--- config.mk ---
export PLATFORM = sky130hd
export DESIGN_NAME = lp4i_init_top
export DESIGN_NICKNAME = d
export VERILOG_FILES = /design/src/lp4i_pkg.sv /design/src/lp4i_mr_if.sv /design/src/lp4i_init_top.sv /design/src/lp4i_mode_regs.sv
export SDC_FILE = /design/constraint.sdc
export NUM_CORES = 1
export LEC_CHECK = 0
export BUFFER_PORTS_ARGS = -buffer_cell sky130_fd_sc_hd__buf_4
export CORE_ASPECT_RATIO = 0.75
export CORE_MARGIN = 2
export CORE_UTILIZATION = 55
export DETAILED_ROUTE_END_ITERATION = 10
export PLACE_DENSITY = 0.72
export SYNTH_ARGS = -nofsm -noshare
export SYNTH_HDL_FRONTEND = slang
export SYNTH_SLANG_ARGS = --single-unit
--- constraint.sdc ---
create_clock -name pclk -period 4.25 [get_ports pclk]
set_input_delay 0.425 -clock pclk [delete_from_list [all_inputs] [get_ports pclk]]
set_output_delay 0.425 -clock pclk [all_outputs]
set_load 0.03 [all_outputs]
--- src/lp4i_pkg.sv ---
// constants, command codes and states shared by the init sequencer files
package lp4i_pkg;

   // ==========================================================
   // clock and timing
   localparam int CLK_PERIOD_PS          = 25000;
   localparam int IMPEDANCE_CAL_TIME_US  = 1;
   localparam int IMPEDANCE_CAL_CYCLES   =
      (IMPEDANCE_CAL_TIME_US * 1000000 + CLK_PERIOD_PS - 1) / CLK_PERIOD_PS;
   localparam int CAL_CNT_W              = 8;

   // ==========================================================
   // command codes on the command inputs
   localparam logic [2:0] CMD_MODE_REG_READ  = 3'h0;
   localparam logic [2:0] CMD_MODE_REG_WRITE = 3'h1;
   localparam logic [2:0] CMD_CAL_START      = 3'h2;
   localparam logic [2:0] CMD_CAL_LATCH      = 3'h3;
   localparam logic [2:0] CMD_MP_READ_CAL    = 3'h4;
   localparam logic [2:0] CMD_MP_BUF_WRITE   = 3'h5;
   localparam logic [2:0] CMD_MP_BUF_READ    = 3'h6;

   // ==========================================================
   // mode register indices, field positions and reset values
   localparam int         MR_ADDR_W      = 6;
   localparam int         MR_DEPTH       = 64;
   localparam logic [5:0] MR1_IDX        = 6'h01;
   localparam logic [5:0] MR2_IDX        = 6'h02;
   localparam logic [5:0] MR3_IDX        = 6'h03;
   localparam logic [5:0] MR11_IDX       = 6'h0b;
   localparam logic [5:0] MR12_IDX       = 6'h0c;
   localparam logic [5:0] MR13_IDX       = 6'h0d;
   localparam logic [5:0] MR14_IDX       = 6'h0e;
   localparam logic [5:0] MR15_IDX       = 6'h0f;
   localparam int         MR2_WR_LEVEL_BIT = 7;
   localparam int         MR13_CBT_BIT     = 0;
   localparam logic [7:0] MR1_DEFAULT    = 8'h00;  // write_recovery code 000
   localparam logic [7:0] MR2_DEFAULT    = 8'h00;  // set 0, write/read latency 000
   localparam logic [7:0] MR3_DEFAULT    = 8'h00;  // bus_inversion_enables off
   localparam logic [7:0] MR11_DEFAULT   = 8'h00;  // both terminations off
   localparam logic [7:0] MR12_DEFAULT   = 8'h4d;  // range 1, code 001101
   localparam logic [7:0] MR13_DEFAULT   = 8'h00;  // frequency_set_point_select 00
   localparam logic [7:0] MR14_DEFAULT   = 8'h4d;  // range 1, code 001101

   // ==========================================================
   // training buffer and apb map
   localparam int          TRAIN_DEPTH    = 4;
   localparam logic [7:0]  READ_CAL_BASE  = 8'h5a;
   localparam logic [11:0] REG_STATUS     = 12'h000;
   localparam logic [11:0] REG_CONTROL    = 12'h004;
   localparam logic [11:0] REG_MR_LOW     = 12'h008;
   localparam logic [11:0] REG_MR_HIGH    = 12'h00c;
   localparam logic [11:0] REG_ERRORS     = 12'h010;
   localparam logic [0:0]  CONTROL_RESET  = 1'h1;

   typedef enum logic [2:0] {
      ST_RESET, ST_GATE_WAIT, ST_BOOT, ST_CAL_RUN, ST_CAL_DONE, ST_TRAIN, ST_READY
   } lp4i_state_t;

endpackage

--- src/lp4i_mr_if.sv ---
// carrier between the sequencer and its mode register file
`timescale 1ns/1ps
interface lp4i_mr_if;
   logic       dev_reset;
   logic       wr_en;
   logic [5:0] wr_addr;
   logic [7:0] wr_data;
   logic [5:0] rd_addr;
   logic [7:0] rd_data;
   logic       wr_level;
   logic       cbt_mode;
   modport seq  (output dev_reset, wr_en, wr_addr, wr_data, rd_addr,
                 input  rd_data, wr_level, cbt_mode);
   modport regs (input  dev_reset, wr_en, wr_addr, wr_data, rd_addr,
                 output rd_data, wr_level, cbt_mode);
endinterface

--- src/lp4i_init_top.sv ---
// power-up initialization tracker of the memory device with apb status
//
// Overview of operation
// - latency and recovery fields reset to 000
// - set point, inversion, terminations reset cleared
// - both references reset to range 1, 001101
// - drivers off while reset pin low
// - latch after 1 us applies calibration
// - mode 2 bit 7 sets wr_level, which nothing in the tracker uses
// - training buffer leaves array untouched
// - ready accepts any command afterwards
// - one reset pin resets all channels
// - gate high enables a channel's drivers
`timescale 1ns/1ps
module lp4i_init_top #(
   parameter int CHANNELS = 2
) (
   input  wire logic                pclk,
   input  wire logic                presetn,
   input  wire logic                psel,
   input  wire logic                penable,
   input  wire logic                pwrite,
   input  wire logic [11:0]         paddr,
   input  wire logic [31:0]         pwdata,
   output logic                     pready,
   output logic                     pslverr,
   output logic [31:0]              prdata,
   input  wire logic                dev_reset_n,
   input  wire logic [CHANNELS-1:0] clock_gate,
   input  wire logic [CHANNELS-1:0] chip_select,
   input  wire logic                cmd_valid,
   input  wire logic [2:0]          cmd_code,
   input  wire logic [5:0]          cmd_addr,
   input  wire logic [7:0]          cmd_data,
   output logic [CHANNELS-1:0]      drive_enable,
   output logic                     rd_valid,
   output logic [7:0]               rd_data,
   output logic                     cal_applied
);

   // ==========================================================
   // mode registers
   lp4i_mr_if mr ();

   lp4i_mode_regs u_regs (
      .pclk    (pclk),
      .presetn (presetn),
      .mr      (mr)
   );

   // ==========================================================
   // sequence state
   localparam int CW = lp4i_pkg::CAL_CNT_W;
   localparam logic [CW-1:0] CAL_LAST = CW'(lp4i_pkg::IMPEDANCE_CAL_CYCLES - 1);

   lp4i_pkg::lp4i_state_t state_reg;
   lp4i_pkg::lp4i_state_t state_next;
   logic [CW-1:0]         cal_cnt_reg;
   logic [CW-1:0]         cal_cnt_next;
   logic                  cal_applied_reg;
   logic                  cal_applied_next;
   logic [7:0]            err_reg;
   logic [7:0]            err_next;
   logic                  cmd_take;

   // ==========================================================
   // helpers
   function automatic logic is_mapped(input logic [11:0] addr);
      is_mapped = addr == lp4i_pkg::REG_STATUS  ||
                  addr == lp4i_pkg::REG_CONTROL ||
                  addr == lp4i_pkg::REG_MR_LOW  ||
                  addr == lp4i_pkg::REG_MR_HIGH ||
                  addr == lp4i_pkg::REG_ERRORS;
   endfunction

   function automatic logic cmd_is(input logic       take,
                                   input logic [2:0] code,
                                   input logic [2:0] want);
      cmd_is = take && code == want;
   endfunction

   // a command counts only on a channel whose gate is open and selected
   assign cmd_take = cmd_valid && dev_reset_n && |(chip_select & clock_gate);

   always_comb begin
      state_next       = state_reg;
      cal_cnt_next     = cal_cnt_reg;
      cal_applied_next = cal_applied_reg;
      err_next         = err_reg;
      if (!dev_reset_n) begin
         // one pin clears every channel at once
         state_next       = lp4i_pkg::ST_RESET;
         cal_cnt_next     = '0;
         cal_applied_next = 1'b0;
      end else begin
         case (state_reg)
            lp4i_pkg::ST_RESET: begin
               state_next = lp4i_pkg::ST_GATE_WAIT;
            end
            lp4i_pkg::ST_GATE_WAIT: begin
               if (|clock_gate) begin
                  state_next = lp4i_pkg::ST_BOOT;
               end
            end
            lp4i_pkg::ST_BOOT: begin
               if (cmd_is(cmd_take, cmd_code, lp4i_pkg::CMD_CAL_START)) begin
                  state_next   = lp4i_pkg::ST_CAL_RUN;
                  cal_cnt_next = '0;
               end
            end
            lp4i_pkg::ST_CAL_RUN: begin
               if (cal_cnt_reg == CAL_LAST) begin
                  state_next = lp4i_pkg::ST_CAL_DONE;
               end else begin
                  cal_cnt_next = cal_cnt_reg + 1'b1;
               end
            end
            lp4i_pkg::ST_CAL_DONE: begin
               state_next = lp4i_pkg::ST_CAL_DONE;
            end
            lp4i_pkg::ST_TRAIN: begin
               if (cmd_is(cmd_take, cmd_code, lp4i_pkg::CMD_MP_BUF_READ)) begin
                  state_next = lp4i_pkg::ST_READY;
               end
            end
            lp4i_pkg::ST_READY: begin
               // every command keeps being served here
               state_next = lp4i_pkg::ST_READY;
            end
            default: begin
               state_next = lp4i_pkg::ST_RESET;
            end
         endcase
         if (cmd_is(cmd_take, cmd_code, lp4i_pkg::CMD_CAL_LATCH)) begin
            // latch always applies; an early one is only counted, not refused
            cal_applied_next = 1'b1;
            if (state_reg == lp4i_pkg::ST_CAL_RUN && err_reg != 8'hff) begin
               err_next = err_reg + 8'h01;
            end
            if (state_reg == lp4i_pkg::ST_CAL_RUN || state_reg == lp4i_pkg::ST_CAL_DONE) begin
               state_next = lp4i_pkg::ST_TRAIN;
            end
         end
      end
   end

   always_ff @(posedge pclk or negedge presetn) begin
      if (!presetn) begin
         state_reg       <= lp4i_pkg::ST_RESET;
         cal_cnt_reg     <= '0;
         cal_applied_reg <= 1'b0;
         err_reg         <= 8'h00;
      end else begin
         state_reg       <= state_next;
         cal_cnt_reg     <= cal_cnt_next;
         cal_applied_reg <= cal_applied_next;
         err_reg         <= err_next;
      end
   end

   // ==========================================================
   // command data path
   logic [CHANNELS-1:0] drive_reg;
   logic [CHANNELS-1:0] drive_next;
   logic                rd_valid_reg;
   logic                rd_valid_next;
   logic [7:0]          rd_data_reg;
   logic [7:0]          rd_data_next;
   logic [7:0]          train_reg  [lp4i_pkg::TRAIN_DEPTH];
   logic [7:0]          train_next [lp4i_pkg::TRAIN_DEPTH];

   always_comb begin
      // drivers follow the gate, and stay off while the pin is low
      drive_next    = clock_gate & {CHANNELS{dev_reset_n}};
      rd_valid_next = 1'b0;
      rd_data_next  = rd_data_reg;
      train_next    = train_reg;
      if (!dev_reset_n) begin
         rd_data_next = 8'h00;
      end else if (cmd_is(cmd_take, cmd_code, lp4i_pkg::CMD_MODE_REG_READ)) begin
         rd_valid_next = 1'b1;
         rd_data_next  = mr.rd_data;
      end else if (cmd_is(cmd_take, cmd_code, lp4i_pkg::CMD_MP_READ_CAL)) begin
         rd_valid_next = 1'b1;
         rd_data_next  = lp4i_pkg::READ_CAL_BASE;
      end else if (cmd_is(cmd_take, cmd_code, lp4i_pkg::CMD_MP_BUF_READ)) begin
         rd_valid_next = 1'b1;
         rd_data_next  = train_reg[cmd_addr[1:0]];
      end
      // the training buffer is separate storage, so the array is never touched
      if (cmd_is(cmd_take, cmd_code, lp4i_pkg::CMD_MP_BUF_WRITE)) begin
         train_next[cmd_addr[1:0]] = cmd_data;
      end
   end

   always_ff @(posedge pclk or negedge presetn) begin
      if (!presetn) begin
         drive_reg    <= '0;
         rd_valid_reg <= 1'b0;
         rd_data_reg  <= 8'h00;
         train_reg    <= '{default: 8'h00};
      end else begin
         drive_reg    <= drive_next;
         rd_valid_reg <= rd_valid_next;
         rd_data_reg  <= rd_data_next;
         train_reg    <= train_next;
      end
   end

   // ==========================================================
   // apb status port
   logic [31:0] prdata_reg;
   logic [31:0] prdata_next;
   logic [5:0]  mr_sel_reg;
   logic [5:0]  mr_sel_next;
   logic        soft_reset_reg;
   logic        soft_reset_next;
   logic        apb_setup;
   logic        apb_write;

   // no wait states: read data is taken in the setup cycle
   assign apb_setup = psel && !penable;
   assign apb_write = psel && penable && pwrite && is_mapped(paddr);
   assign pready    = psel && penable;
   assign pslverr   = psel && penable && !is_mapped(paddr);

   always_comb begin
      prdata_next     = prdata_reg;
      mr_sel_next     = mr_sel_reg;
      soft_reset_next = 1'b0;
      if (apb_setup && !pwrite) begin
         case (paddr)
            lp4i_pkg::REG_STATUS:  prdata_next = {29'h0, state_reg};
            lp4i_pkg::REG_CONTROL: prdata_next = 32'h0;
            lp4i_pkg::REG_MR_LOW:  prdata_next = {26'h0, mr_sel_reg};
            lp4i_pkg::REG_MR_HIGH: prdata_next = {24'h0, mr.rd_data};
            lp4i_pkg::REG_ERRORS:  prdata_next = {24'h0, err_reg};
            default:               prdata_next = 32'h0;
         endcase
      end
      if (apb_write && paddr == lp4i_pkg::REG_MR_LOW) begin
         mr_sel_next = pwdata[5:0];
      end
      if (apb_write && paddr == lp4i_pkg::REG_CONTROL) begin
         soft_reset_next = pwdata[0] == lp4i_pkg::CONTROL_RESET;
      end
   end

   always_ff @(posedge pclk or negedge presetn) begin
      if (!presetn) begin
         prdata_reg     <= 32'h0;
         mr_sel_reg     <= 6'h00;
         soft_reset_reg <= 1'b0;
      end else begin
         prdata_reg     <= prdata_next;
         mr_sel_reg     <= mr_sel_next;
         soft_reset_reg <= soft_reset_next;
      end
   end

   // ==========================================================
   // mode register access and outputs
   // any valid command, not only a read, wins the shared read port over the status view
   assign mr.dev_reset = !dev_reset_n || soft_reset_reg;
   assign mr.wr_en     = cmd_is(cmd_take, cmd_code, lp4i_pkg::CMD_MODE_REG_WRITE);
   assign mr.wr_addr   = cmd_addr;
   assign mr.wr_data   = cmd_data;
   assign mr.rd_addr   = cmd_valid ? cmd_addr : mr_sel_reg;

   assign prdata       = prdata_reg;
   assign drive_enable = drive_reg;
   assign rd_valid     = rd_valid_reg;
   assign rd_data      = rd_data_reg;
   assign cal_applied  = cal_applied_reg;

endmodule

--- src/lp4i_mode_regs.sv ---
// mode register array with reset defaults
`timescale 1ns/1ps
module lp4i_mode_regs (
   input  wire logic pclk,
   input  wire logic presetn,
   lp4i_mr_if.regs   mr
);

   // ==========================================================
   // defaults
   function automatic logic [7:0] default_of(input logic [5:0] idx);
      case (idx)
         lp4i_pkg::MR1_IDX:  default_of = lp4i_pkg::MR1_DEFAULT;
         lp4i_pkg::MR2_IDX:  default_of = lp4i_pkg::MR2_DEFAULT;
         lp4i_pkg::MR3_IDX:  default_of = lp4i_pkg::MR3_DEFAULT;
         lp4i_pkg::MR11_IDX: default_of = lp4i_pkg::MR11_DEFAULT;
         lp4i_pkg::MR12_IDX: default_of = lp4i_pkg::MR12_DEFAULT;
         lp4i_pkg::MR13_IDX: default_of = lp4i_pkg::MR13_DEFAULT;
         lp4i_pkg::MR14_IDX: default_of = lp4i_pkg::MR14_DEFAULT;
         default:            default_of = 8'h00;
      endcase
   endfunction

   // ==========================================================
   // storage
   logic [7:0] mr_reg  [lp4i_pkg::MR_DEPTH];
   logic [7:0] mr_next [lp4i_pkg::MR_DEPTH];

   always_comb begin
      for (int i = 0; i < lp4i_pkg::MR_DEPTH; i++) begin
         if (mr.dev_reset) begin
            mr_next[i] = default_of(6'(i));
         end else if (mr.wr_en && mr.wr_addr == 6'(i)) begin
            mr_next[i] = mr.wr_data;
         end else begin
            mr_next[i] = mr_reg[i];
         end
      end
   end

   always_ff @(posedge pclk or negedge presetn) begin
      if (!presetn) begin
         for (int i = 0; i < lp4i_pkg::MR_DEPTH; i++) begin
            mr_reg[i] <= default_of(6'(i));
         end
      end else begin
         for (int i = 0; i < lp4i_pkg::MR_DEPTH; i++) begin
            mr_reg[i] <= mr_next[i];
         end
      end
   end

   assign mr.rd_data  = mr_reg[mr.rd_addr];
   assign mr.wr_level = mr_reg[lp4i_pkg::MR2_IDX][lp4i_pkg::MR2_WR_LEVEL_BIT];
   assign mr.cbt_mode = mr_reg[lp4i_pkg::MR13_IDX][lp4i_pkg::MR13_CBT_BIT];

endmodule

==> results by group, run 1 <==
Run status
  • Outcome: completed

Power
  • Part of the total power dissipated in the clock network: 44.7%
  • Part of the power in registers: 48.0%
  • Relative contribution of combinational cells to total power: 7.4%
  • Pwr dens: 370 nW/um^2
  • Max rail drop VDD: 0.301 mV
  • Internal Power: 0.00893 W
  • Static leakage: 12.9 nW
  • Total Power Consumption: 0.0119 W
  • Reported net switching power: 0.00295 W
  • Switching portion of total power: 24.9%

Global routing
  • First-pass GRT wire length: 138000 um
  • Grt total ovfl: 0
  • Largest net degree at the start of global routing: 159
  • Total routing usage reported by global routing: 32.1%
  • Antenna violations before repair: 0
  • Vias in the first global route: 23700

Synth
  • Top cells by area in the synthesized netlist: dfrtp_1 (50%), mux4_2 (10%), a21oi_1 (8.0%)
  • EDFF count, synth: 0
  • Post-synthesis instance area: 29000 um^2
  • Synthesized instance count: 2987
  • Proportion of synthesized chip area in sequential cells: 50.9%
  • Number of warnings reported in the yosys synthesis log: 0
  • Synth Flop Type: dfrtp_1
  • Number of distinct library cell variants in the gate-level netlist after synthesis: 57
  • Post-synth top area share: 50.1%
  • Cell type contributing the most total cell area after synthesis: dfrtp_1
  • FFs w/ async S/R, synth: 100%
  • Commonest cells in the synthesized netlist: nand2_1 (607), dfrtp_1 (582), a21oi_1 (467)
  • Total of flip-flops plus latches after synthesis: 590
  • Top-count cell post-synth: nand2_1
  • Syn_area_per_cell: 9.72 um^2

Finish
  • Area Overhead vs Synth: 10.6%
  • Number of flip-flops in the largest register: 510
  • Final Net Count: 2989
  • Cell area after layout: 32100 um^2
  • Core Util, Final: 61.9%
  • Filler Cell Count: 4186
  • Layout cell share with drive strength beyond 1: 15.4%

STA
  • Setup TNS: 0 ns
  • Tmin final: 3.50 ns
  • Final clock skew: 0.0245 ns
  • Maximum operating frequency: 286 MHz
  • RSZ-0062 raised after global routing: false
  • Number of slew-limit violations in the final report: 0
  • Total setup violations reported at the end of the flow: 0
  • Slew at the pin with the worst max-slew slack: 1.06 ns
  • Number of failing hold endpoints at the final stage: 0
  • Worst slew margin relative to its limit: 29.6%
  • Final-layout worst hold slack: 0.0202 ns
  • Period utilisation layout: 82.3%

Clocking
  • Reg clk slew, reported paths: 0.07 ns
  • Clock root cell: clkbuf_16
  • Number of clock sinks: 590
  • TritonCTS clock tree: built
  • Number of gates resized after cts: 0
  • CTS buffer count: 56
  • Later-pin clock latency in the skew report: 0.62 ns
  • CTS H-tree depth: 2
  • Number of buffers on the longest clock path: 3
  • Post-CTS Hold Fix Bufs: 1
  • Number of post-CTS setup repair buffers: 0

Min path
  • Min-delay worst type: input pin to register
  • Start point of the worst hold path: paddr[3]

Setup path
  • Critical Path Sink: prdata[3]$_DFFE_PN0P_
  • Worst setup path startpoint: mr_sel_reg[0]$_DFFE_PN0P_
  • Data required time at the worst endpoint: 4.69 ns
  • Worst reg2reg path startpoint: mr_sel_reg[0]$_DFFE_PN0P_
  • End of the worst register-to-register path: prdata[3]$_DFFE_PN0P_
  • Critical path start-end classification: register to register
  • Kind of capture point of the worst setup path: register
  • Worst Path Max Fanout: 17
  • FF-to-FF setup slack: 0.75 ns
  • Kind of launch point of the worst setup path: register
  • R2r worst-path depth: 8
  • Arrival time reported for the critical path endpoint: 3.94 ns

Floorplanning
  • Effective utilization at floorplan: 56.0%
  • Core region area: 51900 um^2
  • DIE HEIGHT: 203 um
  • Num ports: 118
  • Total die area: 54700 um^2
  • Chip width: 269 um
  • Std cell rows: 72

Place
  • Gpl congestion: 0.908
  • DP Area: 30200 um^2
  • Estimated wirelength of the detail-placed design: 53700 um
  • PortBufs: 67

Drt
  • Detailed-routing iteration count for the pre-antenna-repair pass: 6
  • Post-route DRC: 0
  • Violation count after the first detailed-route iteration: 3551
  • Via count normalized by instance count: 6.60
  • Vias post-DR: 24200
  • Routed Wire Length: 87800 um
  • Antenna Violating Nets Remaining: 0
  • Drt wl/cell: 24.0 um

Run
  • Max-capacitance violation count: 0
## logic make-up after synthesis
kind of cell / count (synthesis) / share of synthesized area, %
other: 1 / 0.0129
and+or+nand+nor: 1241 / 19.0
muxes: 232 / 13.9
DFF: 590 / 50.9
xor gates and xnor gates: 8 / 0.241
AOI/OAI and AO/OA: 603 / 11.3
buffers and inverters: 310 / 4.59
adders and majority gates: 2 / 0.0861
## stage by stage
step	cells	setup WS, ns
after floorplan	3010	1.77
after global placement	3559	0.536
after detailed placement	3559	0.520
after CTS	3665	0.845
after global routing	3665	0.594
final	3666	0.752
## metal layers
| metal | global-route usage, % | vias up | wire, um |
|---|---|---|---|
| li1 | - | 10346 | - |
| met5 | 0 | - | 0 |
| met3 | 7.52 | 218 | 10400 |
| met2 | 48.2 | 1507 | 40000 |
| met1 | 46.4 | 12129 | 34700 |
| met4 | 10.4 | 0 | 2700 |
## area by class of cell
class                           count  area [um^2]  share of cell area (%)
Antenna cell                        1         2.50                 0.00779
Clock buffer                       84         1690                    5.25
Clock inverter                     21          250                   0.779
Inverter                           11         41.3                   0.129
Multi-Input combinational cell   2110        13100                    40.9
Sequential cell                   590        14800                    46.0
Tap cell                          703          880                    2.74
Timing Repair Buffer              146         1340                    4.18
## critical path, stage by stage, from the launching register on
cell and delay (ns):
dfrtp_1 0.45, mux2i_4 0.53, buf_12 0.30, buf_12 0.22, mux4_2 0.51, a22oi_1 0.22
a21boi_1 0.19, nor4_2 0.67, o221ai_1 0.25
## power by group through the flow
stage,logic (W),clock network (W),registers (W)
final,0.000878,0.00531,0.00570
after global routing,0.000938,0.00560,0.00570
after CTS,0.000868,0.00533,0.00570
after detailed placement,0.000863,0,0.00580
after global placement,0.000846,0,0.00580
after floorplan,0.000518,0,0.00579
## layout by cell type (no fill, tap or decap), types with 4 or more instances in the layout
master / instances
bufinv_16: 5
o221ai_1: 7
xor2_1: 5
a21oi_1: 467
dfstp_2: 8
mux2i_1: 57
nand3_1: 459
o21ai_1: 7
conb_1: 24
a22oi_1: 69
or3_1: 4
clkbuf_8: 16
and2_1: 6
nor3_1: 8
clkbuf_1: 11
o22ai_1: 4
nand2_1: 607
mux4_2: 131
inv_1: 11
mux2_2: 41
and3_1: 6
nand2b_1: 9
clkbuf_16: 57
clkinv_2: 11
nor2_4: 6
o21ai_0: 28
nor2_1: 81
nor2b_1: 4
nand4_1: 10
a22o_1: 5
buf_4: 125
nor2_2: 12
dfrtp_1: 582
buf_12: 19
## how the worst min path moves through the flow
stage	endpoint	depth (start not counted)
5_1_grt	soft_reset_reg$_DFF_PN0_	2
3_3_place_gp	u_regs.mr_reg[394]$_DFFE_PN1P_	2
2_1_floorplan	cal_applied$_DFFE_PN0P_	0
4_1_cts	soft_reset_reg$_DFF_PN0_	2
3_5_place_dp	cal_applied$_DFFE_PN0P_	1
6_report	soft_reset_reg$_DFF_PN0_	2
Power figures use the tool's default switching activity.
==> run 2, diff against run 1 <==
--- a/config.mk
+++ b/config.mk
@@ -10,7 +10,7 @@
 export CORE_MARGIN = 2
 export CORE_UTILIZATION = 55
 export DETAILED_ROUTE_END_ITERATION = 10
-export PLACE_DENSITY = 0.72
+export PLACE_DENSITY = 0.75
 export SYNTH_ARGS = -nofsm -noshare
 export SYNTH_HDL_FRONTEND = slang
 export SYNTH_SLANG_ARGS = --single-unit
==> constraint.sdc (replaced) <==
create_clock -name pclk -period 3.1 [get_ports pclk]
set_input_delay 0.31 -clock pclk [delete_from_list [all_inputs] [get_ports pclk]]
set_output_delay 0.31 -clock pclk [all_outputs]
set_load 0.03 [all_outputs]
==> results by group, run 2 (synthesized netlist as in run 1, its figures left out) <==
Power
  • Switching portion of total power: 25.2% (+0.31 points)
  • Relative contribution of combinational cells to total power: 7.7% (+0.3 points)
  • Total Power Consumption: 0.0159 W (+33%)
  • Part of the power in registers: 49.2% (+1.2 points)
  • Max rail drop VDD: 0.374 mV (+24%)
  • Pwr dens: 490 nW/um^2 (+32%)
  • Part of the total power dissipated in the clock network: 43.0% (-1.7 points)
  • Internal Power: 0.0119 W (+33%)
  • Reported net switching power: 0.00399 W (+35%)
  • Static leakage: 13.1 nW (+0.87%)

STA
  • Number of failing hold endpoints at the final stage: 0 (unchanged)
  • Slew at the pin with the worst max-slew slack: 1.13 ns (+0.0748 ns)
  • Maximum operating frequency: 345 MHz (+21%)
  • RSZ-0062 raised after global routing: false
  • Period utilisation layout: 93.5% (+11 points)
  • Number of slew-limit violations in the final report: 0 (unchanged)
  • Setup TNS: 0 ns (unchanged)
  • Total setup violations reported at the end of the flow: 0 (unchanged)
  • Final clock skew: 0.0216 ns (-0.00295 ns)
  • Worst slew margin relative to its limit: 24.4% (-5.3 points)
  • Tmin final: 2.90 ns (-0.599 ns)

Place
  • DP Area: 30500 um^2 (+0.97%)
  • PortBufs: 67 (unchanged)
  • Gpl congestion: 0.945 (+4.1%)
  • Estimated wirelength of the detail-placed design: 53900 um (+0.35%)

Drt
  • Via count normalized by instance count: 6.60 (about the same)
  • Detailed-routing iteration count for the pre-antenna-repair pass: 5 (-1)
  • Routed Wire Length: 86300 um (-1.7%)
  • Post-route DRC: 0 (unchanged)
  • Antenna Violating Nets Remaining: 0 (unchanged)
  • Vias post-DR: 24390 (+0.79%)
  • Violation count after the first detailed-route iteration: 3417 (-3.8%)
  • Drt wl/cell: 23.4 um (-2.5%)

Setup path
  • Worst Path Max Fanout: 22 (+5)
  • Critical path cell sequence: mux2i_4 -> buf_12 -> buf_12 -> buf_4 -> mux4_2 -> a22oi_1 -> nand3_1 -> nand4_1 -> o211ai_1
  • Critical path start-end classification: register to register
  • Most used cell along the critical path: buf_12
  • Kind of capture point of the worst setup path: register
  • Worst reg2reg path startpoint: mr_sel_reg[0]$_DFFE_PN0P_
  • Slowest stage delay, CP: 0.56 ns (-0.11 ns)
  • Worst setup path startpoint: mr_sel_reg[0]$_DFFE_PN0P_
  • Slowest library cell on the worst path: mux4_2
  • Kind of launch point of the worst setup path: register
  • Arrival time reported for the critical path endpoint: 3.35 ns (-0.59 ns)
  • Data required time at the worst endpoint: 3.55 ns (-1.14 ns)

Floorplanning
  • DIE HEIGHT: 203 um (unchanged)
  • Core region area: 51900 um^2 (unchanged)
  • Total die area: 54700 um^2 (unchanged)
  • Num ports: 118 (unchanged)
  • Effective utilization at floorplan: 56.0% (unchanged)
  • Chip width: 269 um (unchanged)
  • Std cell rows: 72 (unchanged)

Finish
  • Highest-count cells in the layout ignoring fill and taps: nand2_1 (607), dfrtp_1 (582), a21oi_1 (467), nand3_1 (459), buf_4 (141)
  • Number of diodes: 0 (-1)
  • Layout cell share with drive strength beyond 1: 15.8% (+0.41 points)
  • Cell area after layout: 32400 um^2 (+0.77%)
  • Most common cell after layout, fill and taps aside: nand2_1
  • Area Overhead vs Synth: 11.4%
  • Filler Cell Count: 4071 (-2.7%)
  • Final Net Count: 3023 (+1.1%)
  • Number of flip-flops in the largest register: 510 (unchanged)

Clocking
  • CTS H-tree depth: 2 (unchanged)
  • Clock root cell: clkbuf_16
  • Number of clock sinks: 590 (unchanged)
  • TritonCTS clock tree: built
  • Number of post-CTS setup repair buffers: 0 (unchanged)
  • Number of buffers on the longest clock path: 3 (unchanged)
  • Later-pin clock latency in the skew report: 0.61 ns (about the same)
  • CTS buffer count: 55 (-1.8%)
  • Reg clk slew, reported paths: 0.06 ns (about the same)

Min path
  • Min-delay worst type: input pin to register
  • Start point of the worst hold path: dev_reset_n

Global routing
  • First-pass GRT wire length: 137000 um (-0.55%)
  • Largest net degree at the start of global routing: 136 (-14%)
  • Grt total ovfl: 0 (unchanged)
  • Total routing usage reported by global routing: 31.5% (-0.51 points)
  • Vias in the first global route: 23779 (+0.33%)
  • Antenna violations before repair: 0 (unchanged)

Run
  • Max-capacitance violation count: 0 (unchanged)

Run status
  • Outcome: completed
run 2: cell count changes in the layout (fill, tap and decap cells not counted), sizes merged:
cell         previous run  this run
clkbuf                 84        81
diode                   1         0
dlygate4sd3             1        11
inv                    14        12
clkinvlp                1         4
bufinv                  5         2
buf                   145       170
run 2: power groups by stage:
stage	clock, W	combinational [W]	sequential (W)
after global routing	0.00720	0.00132	0.00782
after floorplan	0	0.000710	0.00794
after detailed placement	0	0.00119	0.00795
after CTS	0.00686	0.00121	0.00781
after global placement	0	0.00117	0.00795
final	0.00682	0.00123	0.00781
run 2: layout make-up:
class	instances	area (um^2)	share of cell area (%)
clock buffer	81	1620	4.99
inverter	11	41.3	0.128
sequential	590	14800	45.6
tap	703	880	2.72
clock inverter	19	181	0.560
multi-input combinational	2110	13100	40.6
timing repair buffer	181	1740	5.39
run 2: through the flow:
step / utilization [%] / hold slack (ns) / cells / setup slack [ns]
6_report: 62.4 / 0.0918 / 3695 / 0.200
5_1_grt: 62.4 / 0.0982 / 3695 / 0.117
3_3_place_gp: 58.7 / 0.241 / 3584 / 0.109
3_5_place_dp: 58.7 / 0.245 / 3584 / 0.151
4_1_cts: 62.4 / 0.0779 / 3695 / 0.260
2_1_floorplan: - / 0.0144 / 3010 / 0.732
run 2: worst max-delay path, delay by kind of cell, from the launching register on:
kind / cells / cell delay [ns]
and+or+nand+nor: 2 / 0.37
muxes: 2 / 0.75
buffers and inverters: 3 / 0.67
AOI/OAI and AO/OA: 2 / 0.52
DFF: 1 / 0.43
run 2: timing repair:
action                                 in CTS  in global routing
hold buffers                               11                  0
gates resized for setup                     0                  0
endpoints found under the hold margin      54                  0
run 2: routing by layer:
metal	vias to the layer above	GRT usage, %	routed length, um
met5	-	0	0
met4	0	9.96	2630
met3	181	8.53	10300
met2	1521	46.8	38800
met1	12287	45.6	34600
li1	10401	-	-
run 2: worst paths after layout:
check / end / slack, ns / cells past startpoint
min in group asynchronous: u_regs.mr_reg[367]$_DFFE_PN0P_ / 0.22 / 2
max in group asynchronous: train_reg[19]$_DFFE_PN0P_ / 1.83 / 3
setup / recovery: prdata[6]$_DFFE_PN0P_ / 0.20 / 9
setup reg to reg: prdata[6]$_DFFE_PN0P_ / 0.20 / 9
hold reg to reg: u_regs.mr_reg[394]$_DFFE_PN1P_ / 0.49 / 2
hold / removal: drive_enable[1]$_DFF_PN0_ / 0.09 / 2
